===== config.mk =====
export PLATFORM = sky130hd
export DESIGN_NAME = csb_core
export DESIGN_NICKNAME = d
export VERILOG_FILES = /design/src/rtl/csb_core.v
export VERILOG_INCLUDE_DIRS = /design/src /design/src/rtl
export SDC_FILE = /design/constraint.sdc
export NUM_CORES = 1
export LEC_CHECK = 0
export ABC_AREA = 1
export CAP_MARGIN = 40
export CORE_UTILIZATION = 64
export DETAILED_ROUTE_END_ITERATION = 16
export DONT_BUFFER_PORTS = 1
export PLACE_DENSITY = 0.79
export SLEW_MARGIN = 20
export SYNTH_ARGS = -nofsm -noshare
export SYNTH_HDL_FRONTEND = slang
export SYNTH_SLANG_ARGS = --single-unit

===== constraint.sdc =====
create_clock -name aclk -period 3.7 [get_ports aclk]
set_clock_uncertainty 0.15 [all_clocks]
set_input_delay 0 -clock aclk [delete_from_list [all_inputs] [get_ports aclk]]
set_output_delay 0 -clock aclk [all_outputs]
set_load 0.03 [all_outputs]

===== src/rtl/csb_defs.vh =====
`ifndef CSB_DEFS_VH
`define CSB_DEFS_VH

// ---------------------------------------------------------------
// register byte addresses
// ---------------------------------------------------------------
`define CSB_A_BANK 8'h00
`define CSB_A_FLAGS 8'h04
`define CSB_A_ACC 8'h08
`define CSB_A_PC 8'h0C
`define CSB_A_PCL 8'h10
`define CSB_A_TABLE_POINTER_LOW 8'h14
`define CSB_A_TABLE_POINTER_HIGH 8'h18
`define CSB_A_TABLE_HIGH_LATCH 8'h1C
`define CSB_A_CMD 8'h20
`define CSB_A_CORE 8'h24

// ---------------------------------------------------------------
// flag bit positions
// ---------------------------------------------------------------
`define CSB_F_SC 7
`define CSB_F_CZ 6
`define CSB_F_TO 5
`define CSB_F_PDF 4
`define CSB_F_OV 3
`define CSB_F_Z 2
`define CSB_F_AC 1
`define CSB_F_C 0

// ---------------------------------------------------------------
// command word fields and opcodes
// ---------------------------------------------------------------
`define CSB_CMD_OP 4:0
`define CSB_CMD_ARG 15:8
`define CSB_CMD_TGT 28:16
`define CSB_CMD_OFS 26:16

`define CSB_OP_NOP 5'h00
`define CSB_OP_ADD 5'h01
`define CSB_OP_ADC 5'h02
`define CSB_OP_SUB 5'h03
`define CSB_OP_SBC 5'h04
`define CSB_OP_AND 5'h05
`define CSB_OP_OR 5'h06
`define CSB_OP_XOR 5'h07
`define CSB_OP_RLC 5'h08
`define CSB_OP_RRC 5'h09
`define CSB_OP_MOV 5'h0A
`define CSB_OP_STEP 5'h0B
`define CSB_OP_JMP 5'h0C
`define CSB_OP_CALL 5'h0D
`define CSB_OP_RET 5'h0E
`define CSB_OP_TABRD 5'h0F
`define CSB_OP_CLRWDT 5'h10
`define CSB_OP_HALT 5'h11
`define CSB_OP_WDTTO 5'h12

// ---------------------------------------------------------------
// widths and reset values
// ---------------------------------------------------------------
`define CSB_PC_W 13
`define CSB_PC_RST 13'h0000
`define CSB_BANK_RST 2'h0
`define CSB_BYTE_RST 8'h00
`define CSB_RESP_OKAY 2'h0
`define CSB_RESP_SLVERR 2'h2
`define CSB_STRB_ALL 4'hF

`endif


===== src/rtl/csb_core.v =====
`timescale 1ns/1ps
`include "csb_defs.vh"

// Operation
// - two-bit bank field picks program bank 0 to 3.
// - jump and call targets land in the currently selected bank.
// - bank register upper six bits read zero; field clears at reset.
// - every ALU result goes to the accumulator; no register-to-register move.
// - writing pc low byte jumps within the current page.
// - pc low byte load costs one extra idle cycle.
// - table read fetches pointer word; high byte to latch, low to acc.
// - flag register writes never change expiry or halt flags.
// - expiry flag clears on reset, clear-watchdog, halt; sets on timeout.
// - halt flag clears on reset and clear-watchdog; sets on halt.
// - carry from add, no-borrow on subtract, rotated bit on rotates.
// - nibble carry from low nibble add or no nibble borrow.
// - zero flag follows whether an arithmetic or logic result is zero; rotates and moves leave it.
// - overflow is carry into msb xor carry out of msb.
// - signed compare flag is overflow xor result msb.
// - subtract sets chained-zero equal to zero flag.
// - subtract-with-borrow ANDs chained-zero with new zero.
// - other instructions leave chained-zero alone.
// - calls and interrupts never save the flags automatically.
// - flag layout sc cz to pdf ov z ac c; top four read-only.
module csb_core (
    input wire aclk,
    input wire aresetn,
    input wire [7:0] s_axi_awaddr,
    input wire [2:0] s_axi_awprot,
    input wire s_axi_awvalid,
    output reg s_axi_awready,
    input wire [31:0] s_axi_wdata,
    input wire [3:0] s_axi_wstrb,
    input wire s_axi_wvalid,
    output reg s_axi_wready,
    output reg [1:0] s_axi_bresp,
    output reg s_axi_bvalid,
    input wire s_axi_bready,
    input wire [7:0] s_axi_araddr,
    input wire [2:0] s_axi_arprot,
    input wire s_axi_arvalid,
    output reg s_axi_arready,
    output reg [31:0] s_axi_rdata,
    output reg [1:0] s_axi_rresp,
    output reg s_axi_rvalid,
    input wire s_axi_rready,
    input wire [15:0] prog_rdata,
    output reg [`CSB_PC_W-1:0] pc,
    output reg [7:0] acc,
    output reg [7:0] table_pointer_low,
    output reg [7:0] table_pointer_high,
    output reg idle_cycle
);

// ---------------------------------------------------------------
// state
// ---------------------------------------------------------------
reg [1:0] bank_select_field;
reg [7:0] table_high_latch;
reg signed_compare_flag;
reg chained_zero_flag;
reg watchdog_expiry_flag;
reg halt_entered_flag;
reg signed_excess_flag;
reg zero_flag;
reg nibble_carry_flag;
reg carry_flag;
reg [7:0] aw_addr;
reg [31:0] w_data;
reg [3:0] w_strb;
wire aw_held;
wire w_held;
wire addr_ok;
wire pc_write;
wire do_write;
wire [7:0] flags;
wire [4:0] op;
wire [7:0] arg;

assign aw_held = ~s_axi_awready;
assign w_held = ~s_axi_wready;
assign pc_write = (aw_addr == `CSB_A_PCL) || (aw_addr == `CSB_A_CMD);
// a pending pc low byte or command write holds the bus response off until the idle cycle ends
assign do_write = aw_held & w_held & ~s_axi_bvalid
                & ~(idle_cycle & pc_write);
assign op = w_data[`CSB_CMD_OP];
assign arg = w_data[`CSB_CMD_ARG];
assign flags = {signed_compare_flag, chained_zero_flag,
                watchdog_expiry_flag, halt_entered_flag,
                signed_excess_flag, zero_flag,
                nibble_carry_flag, carry_flag};
assign addr_ok = (aw_addr == `CSB_A_BANK) || (aw_addr == `CSB_A_FLAGS)
               || (aw_addr == `CSB_A_PCL) || (aw_addr == `CSB_A_TABLE_POINTER_LOW)
               || (aw_addr == `CSB_A_TABLE_POINTER_HIGH) || (aw_addr == `CSB_A_CMD);

// ---------------------------------------------------------------
// alu
// ---------------------------------------------------------------
reg is_arith;
reg is_logic;
reg is_sub;
reg use_cin;
reg [7:0] opb;
reg cin;
reg [4:0] low_sum;
reg [7:0] low7_sum;
reg [8:0] full_sum;
reg [7:0] next_result;

always @* begin
    is_sub = (op == `CSB_OP_SUB) || (op == `CSB_OP_SBC);
    use_cin = (op == `CSB_OP_ADC) || (op == `CSB_OP_SBC);
    is_arith = (op == `CSB_OP_ADD) || use_cin || is_sub;
    is_logic = (op == `CSB_OP_AND) || (op == `CSB_OP_OR)
             || (op == `CSB_OP_XOR);
    // subtraction is add of the inverse, so carry out means no borrow
    opb = is_sub ? ~arg : arg;
    cin = use_cin ? carry_flag : is_sub;
    low_sum = {1'b0, acc[3:0]} + {1'b0, opb[3:0]} + {4'h0, cin};
    low7_sum = {1'b0, acc[6:0]} + {1'b0, opb[6:0]} + {7'h00, cin};
    full_sum = {1'b0, acc} + {1'b0, opb} + {8'h00, cin};
    if (is_arith) begin
        next_result = full_sum[7:0];
    end else if (op == `CSB_OP_AND) begin
        next_result = acc & arg;
    end else if (op == `CSB_OP_OR) begin
        next_result = acc | arg;
    end else if (op == `CSB_OP_XOR) begin
        next_result = acc ^ arg;
    end else if (op == `CSB_OP_RLC) begin
        next_result = {acc[6:0], carry_flag};
    end else if (op == `CSB_OP_RRC) begin
        next_result = {carry_flag, acc[7:1]};
    end else begin
        next_result = arg;
    end
end

// ---------------------------------------------------------------
// write channel and core actions
// ---------------------------------------------------------------
always @(posedge aclk) begin
    if (!aresetn) begin
        s_axi_awready <= 1'b1;
        s_axi_wready <= 1'b1;
        s_axi_bvalid <= 1'b0;
        s_axi_bresp <= `CSB_RESP_OKAY;
        aw_addr <= `CSB_BYTE_RST;
        w_data <= 32'h00000000;
        w_strb <= 4'h0;
        bank_select_field <= `CSB_BANK_RST;
        pc <= `CSB_PC_RST;
        acc <= `CSB_BYTE_RST;
        table_pointer_low <= `CSB_BYTE_RST;
        table_pointer_high <= `CSB_BYTE_RST;
        table_high_latch <= `CSB_BYTE_RST;
        idle_cycle <= 1'b0;
        signed_compare_flag <= 1'b0;
        chained_zero_flag <= 1'b0;
        watchdog_expiry_flag <= 1'b0;
        halt_entered_flag <= 1'b0;
        signed_excess_flag <= 1'b0;
        zero_flag <= 1'b0;
        nibble_carry_flag <= 1'b0;
        carry_flag <= 1'b0;
    end else begin
        // the dummy cycle lasts exactly one clock
        idle_cycle <= 1'b0;
        if (s_axi_awvalid && s_axi_awready) begin
            aw_addr <= s_axi_awaddr;
            s_axi_awready <= 1'b0;
        end
        if (s_axi_wvalid && s_axi_wready) begin
            w_data <= s_axi_wdata;
            w_strb <= s_axi_wstrb;
            s_axi_wready <= 1'b0;
        end
        if (s_axi_bvalid && s_axi_bready) begin
            s_axi_bvalid <= 1'b0;
            s_axi_awready <= 1'b1;
            s_axi_wready <= 1'b1;
        end
        if (do_write) begin
            s_axi_bvalid <= 1'b1;
            s_axi_bresp <= addr_ok ? `CSB_RESP_OKAY : `CSB_RESP_SLVERR;
            if (!w_strb[0]) begin
                // low lane off: the word is accepted and dropped
            end else if (aw_addr == `CSB_A_BANK) begin
                bank_select_field <= w_data[1:0];
            end else if (aw_addr == `CSB_A_FLAGS) begin
                // only the four arithmetic flags take software data
                signed_excess_flag <= w_data[`CSB_F_OV];
                zero_flag <= w_data[`CSB_F_Z];
                nibble_carry_flag <= w_data[`CSB_F_AC];
                carry_flag <= w_data[`CSB_F_C];
            end else if (aw_addr == `CSB_A_PCL) begin
                pc <= {pc[`CSB_PC_W-1:8], w_data[7:0]};
                idle_cycle <= 1'b1;
            end else if (aw_addr == `CSB_A_TABLE_POINTER_LOW) begin
                table_pointer_low <= w_data[7:0];
            end else if (aw_addr == `CSB_A_TABLE_POINTER_HIGH) begin
                table_pointer_high <= w_data[7:0];
            end else if (aw_addr == `CSB_A_CMD
                         && w_strb == `CSB_STRB_ALL) begin
                // accumulator only: results never go to another register
                if (is_arith || is_logic || op == `CSB_OP_RLC
                    || op == `CSB_OP_RRC || op == `CSB_OP_MOV) begin
                    acc <= next_result;
                end
                if (is_arith) begin
                    carry_flag <= full_sum[8];
                    nibble_carry_flag <= low_sum[4];
                    signed_excess_flag <= low7_sum[7] ^ full_sum[8];
                    signed_compare_flag <= low7_sum[7] ^ full_sum[8]
                                         ^ next_result[7];
                end
                if (is_logic) begin
                    signed_compare_flag <= signed_excess_flag
                                         ^ next_result[7];
                end
                if (is_arith || is_logic) begin
                    zero_flag <= (next_result == `CSB_BYTE_RST);
                end
                // plain subtract copies zero; borrow form chains it
                if (op == `CSB_OP_SUB) begin
                    chained_zero_flag <= (next_result == `CSB_BYTE_RST);
                end else if (op == `CSB_OP_SBC) begin
                    chained_zero_flag <= chained_zero_flag
                        & (next_result == `CSB_BYTE_RST);
                end
                // no other opcode touches chained_zero_flag
                if (op == `CSB_OP_RLC) begin
                    carry_flag <= acc[7];
                end
                if (op == `CSB_OP_RRC) begin
                    carry_flag <= acc[0];
                end
                if (op == `CSB_OP_STEP) begin
                    pc <= pc + {{(`CSB_PC_W-1){1'b0}}, 1'b1};
                end
                // call moves pc only; flags are never stacked
                if (op == `CSB_OP_JMP || op == `CSB_OP_CALL) begin
                    pc <= {bank_select_field,
                           w_data[`CSB_CMD_OFS]};
                end
                if (op == `CSB_OP_RET) begin
                    pc <= w_data[`CSB_CMD_TGT];
                end
                if (op == `CSB_OP_TABRD) begin
                    table_high_latch <= prog_rdata[15:8];
                    acc <= prog_rdata[7:0];
                end
                if (op == `CSB_OP_CLRWDT) begin
                    watchdog_expiry_flag <= 1'b0;
                    halt_entered_flag <= 1'b0;
                end
                if (op == `CSB_OP_HALT) begin
                    watchdog_expiry_flag <= 1'b0;
                    halt_entered_flag <= 1'b1;
                end
                if (op == `CSB_OP_WDTTO) begin
                    watchdog_expiry_flag <= 1'b1;
                end
            end
        end
    end
end

// ---------------------------------------------------------------
// read channel
// ---------------------------------------------------------------
always @(posedge aclk) begin
    if (!aresetn) begin
        s_axi_arready <= 1'b1;
        s_axi_rvalid <= 1'b0;
        s_axi_rdata <= 32'h00000000;
        s_axi_rresp <= `CSB_RESP_OKAY;
    end else begin
        if (s_axi_rvalid && s_axi_rready) begin
            s_axi_rvalid <= 1'b0;
            s_axi_arready <= 1'b1;
        end
        if (s_axi_arvalid && s_axi_arready) begin
            s_axi_arready <= 1'b0;
            s_axi_rvalid <= 1'b1;
            s_axi_rresp <= `CSB_RESP_OKAY;
            s_axi_rdata <= 32'h00000000;
            if (s_axi_araddr == `CSB_A_BANK) begin
                s_axi_rdata <= {30'h00000000, bank_select_field};
            end else if (s_axi_araddr == `CSB_A_FLAGS) begin
                s_axi_rdata <= {24'h000000, flags};
            end else if (s_axi_araddr == `CSB_A_ACC) begin
                s_axi_rdata <= {24'h000000, acc};
            end else if (s_axi_araddr == `CSB_A_PC) begin
                s_axi_rdata <= {19'h00000, pc};
            end else if (s_axi_araddr == `CSB_A_PCL) begin
                s_axi_rdata <= {24'h000000, pc[7:0]};
            end else if (s_axi_araddr == `CSB_A_TABLE_POINTER_LOW) begin
                s_axi_rdata <= {24'h000000, table_pointer_low};
            end else if (s_axi_araddr == `CSB_A_TABLE_POINTER_HIGH) begin
                s_axi_rdata <= {24'h000000, table_pointer_high};
            end else if (s_axi_araddr == `CSB_A_TABLE_HIGH_LATCH) begin
                s_axi_rdata <= {24'h000000, table_high_latch};
            end else if (s_axi_araddr == `CSB_A_CMD) begin
                s_axi_rdata <= 32'h00000000;
            end else if (s_axi_araddr == `CSB_A_CORE) begin
                s_axi_rdata <= {31'h00000000, idle_cycle};
            end else begin
                s_axi_rresp <= `CSB_RESP_SLVERR;
            end
        end
    end
end

endmodule // csb_core


==> impl_results.md <==
* Synth Area in Adders at 0.0497
* Worst min-delay path category: in -> reg
* Commonest non-fill, non-tap cell in the layout: nand2_1
* Final Hold Fails at 0
* Clk Latency, worst-skew pair at 530 ps
* First-pass GRT wire length at 36,600 um
* Status: finished clean
* Critical-path cell list: nor2_1 > nand2_1 > o21a_2 > xor2_1 > fa_1 > fa_1 > xor2_1 > nor2_1 > a21oi_1 > or2_2 > a21oi_1 > dlygate4sd3_1
* Hpwl dp at 14,300 um
* Share of cells above drive strength 1 at 0.0739
* WS Path Type: reg -> reg
* Core Region at 10,800 um2
* PD cells at 402 nW/um2
* Area leader, netlist: dfxtp_1
* Initial Util at 0.655
* Synth-to-Final Area Change at 23.3%
* Post-CTS Repair Setup Buffers at 0
* Commonest non-fill, non-tap cells in the layout: nand2_1, nor2_1, inv_1
* H-tree depth at 4
* Worst reg2reg path depth at 12
* Filler instances at 737
* Synth cell types at 48
* Largest family of logic cells by synthesized area: simple AND/OR/NAND/NOR gates
* Clock slew at reported path FFs at 60 ps
* GRT Resource Usage Total at 0.414
* Pwr Total at 0.00352 W
* CP max FO at 6
* CP top delay family: adder cells
* CP max stage cell: dlygate4sd3_1
* Initial DRC Count at 837
* TritonCTS clock tree: done
* Rel. slew slack at 0.584
* Post-Synth Simple-Gate Area at 0.267
* Root Driver: clkbuf_8
* Vias at 7,739
* IO buf count at 0
* Clock sinks at 117
* Drt first pass iters at 5
* Crit path buffers/inverters at 1
* Synth area leaders: dfxtp_1, nand2_1, nor2_1
* Tmin final at 3600 ps
* Worst Hold Depth at 3
* Drt via density at 5.94
* Seq/Total Area, Yosys at 0.330
* Multi-input logic area at 3990 um2
* FF+latch area at 2350 um2
* Synth warn at 0
* Routed len/inst at 17.9 um
* Antenna violations before repair at 0
* Hold slack final at 38.7 ps
* Worst setup SP type: register
* DR DRC count at 0
* Dpl ws at 206 ps
* DIE AREA at 11,500 um2
* Slew @ Worst Pin at 623 ps
* Global route overflow at 0
* Total CTS buffers at 17
* N_diodes at 0
* Die Span Y at 107 um
* Max Buffers Root-to-Sink at 2
* Max-slew violations at 0
* CP peak stage delay at 560 ps
* Peak VDD IR at 0.000408 V
* Setup ws final at 100 ps
* Fmax at 278 MHz
* Crit path DAT at 3930 ps
* Syn Inst Count at 1,050
* Post-Synth XOR/XNOR Area at 0.0296
* Row count at 38
* Vias in the first global route at 7,260
* Worst EP required at 4030 ps
* Hold EP: acc[4]
* I/O pin cnt at 160
* Critical Path End Type: register
* Final #Nets at 1,260
* Final period util at 0.973
* HP Start: prog_rdata[4]
* Post-Syn Area at 7100 um2
* Largest net degree at the start of global routing at 71
* Reg2reg setup slack at 100 ps
* Detailed Route WL at 23,300 um
* Final setup violation count at 0
* Antenna Violating Nets Remaining at 0
* Mux contribution to synthesized area at 0
* Leak at 3.88 nW
* Syn avg cell area at 6.76 um2
* MaxCap Viol Count at 0
* Synth Register Bits at 117
* Compound-Gate Fraction of Synth Area at 0.205
* Die width at 107 um
* Levels on crit path at 12
* GPL Wtd Cong at 0.980
* FF-to-FF End: acc[2]
* Reg-to-Reg Start: w_data[3]
* Synth top area share at 0.330
==> metal layers <==
metal,up-vias,track usage,wire [um],share of wire
met5,-,0,0,0
met4,0,0.187,804,0.035
met3,69,0.115,2580,0.11
met2,496,0.649,10500,0.45
met1,3554,0.530,9350,0.40
li1,3620,-,-,-
==> layout make-up <==
cell class                      instances  share of cell area
Multi-Input combinational cell        767               0.456
Clock buffer                           22              0.0540
Clock inverter                          8             0.00872
Timing Repair Buffer                  121               0.138
Inverter                              128              0.0552
Tap cell                              140              0.0200
Sequential cell                       117               0.268
==> registers in the layout (all words and copies together) (netlist names), 2 cells and up <==
name,cells
acc,8
bank_select_field,2
aw_addr,8
w_data,29
table_pointer_high,8
s_axi_rdata,13
table_high_latch,8
w_strb,4
pc,13
table_pointer_low,8
==> report_power, final <==
| part | internal, W | switching [W] |
|---|---|---|
| combinational | 0.000225 | 0.000378 |
| clock | 0.000952 | 0.000599 |
| sequential | 0.00131 | 0.0000538 |
| total | 0.00248 | 0.00103 |
==> per-stage QoR <==
step	TNS (ps)	std cells	area, um2	utilization
after floorplan	0	1070	7170	-
after global placement	0	1161	7060	0.651
after detailed placement	0	1161	7060	0.651
after CTS	0	1303	8740	0.807
after global routing	-4.07	1303	8750	0.807
final	0	1303	8750	0.807
==> timing repair <==
item	in CTS	in global routing
endpoints found under the hold margin	117	0
resized for setup	0	5
hold buffers	112	0
endpoints found under the setup margin	0	5
==> worst register-to-register path: cells and delay by family (launching register included) <==
family	cells	cell delay (ps)
compound gates	3	410
buf+inv	1	560
xor+xnor	2	350
flops	1	380
simple gates	4	810
fa+ha+maj	2	900
==> cells in the mapped netlist, drive strengths merged <==
cell type and number:
a21boi 1, xor2 15, a21o 1, a2bb2oi 2, o21ai 105, or2 7
dfxtp 117, o21bai 2, nand2 185, fa 2, a21oi 105, o2111ai 4
o221ai 1, nor2 155, o21a 1, nand3 50, o22ai 3, a211oi 13
nor3 24, xnor2 9, or4 1, a31oi 6, clkbuf 23, inv 128
nand4 11, ha 25, nand3b 1, o211ai 16, buf 35, conb 1
a41oi 1
==> cells by family (layout without fill, tap and decap cells) <==
| kind of cell | Yosys count | count (layout) |
|---|---|---|
| adder cells (fa/ha/maj) | 27 | 27 |
| AND/OR/NAND/NOR | 434 | 434 |
| other | 1 | 21 |
| AO/OA/AOI/OAI | 261 | 261 |
| XOR/XNOR | 24 | 24 |
| buffers and inverters | 186 | 279 |
| flip-flops | 117 | 117 |
==> how the worst max path moves through the flow <==
stage	startpoint	to	slack, ps
after floorplan	w_data[4]	signed_compare_flag	490
after global placement	w_data[4]	zero_flag	310
after detailed placement	w_data[1]	zero_flag	210
after CTS	w_data[4]	acc[2]	80
after global routing	w_data[3]	acc[2]	-4
final	w_data[3]	acc[2]	100
Note: power is estimated with default switching activity, not from simulation.
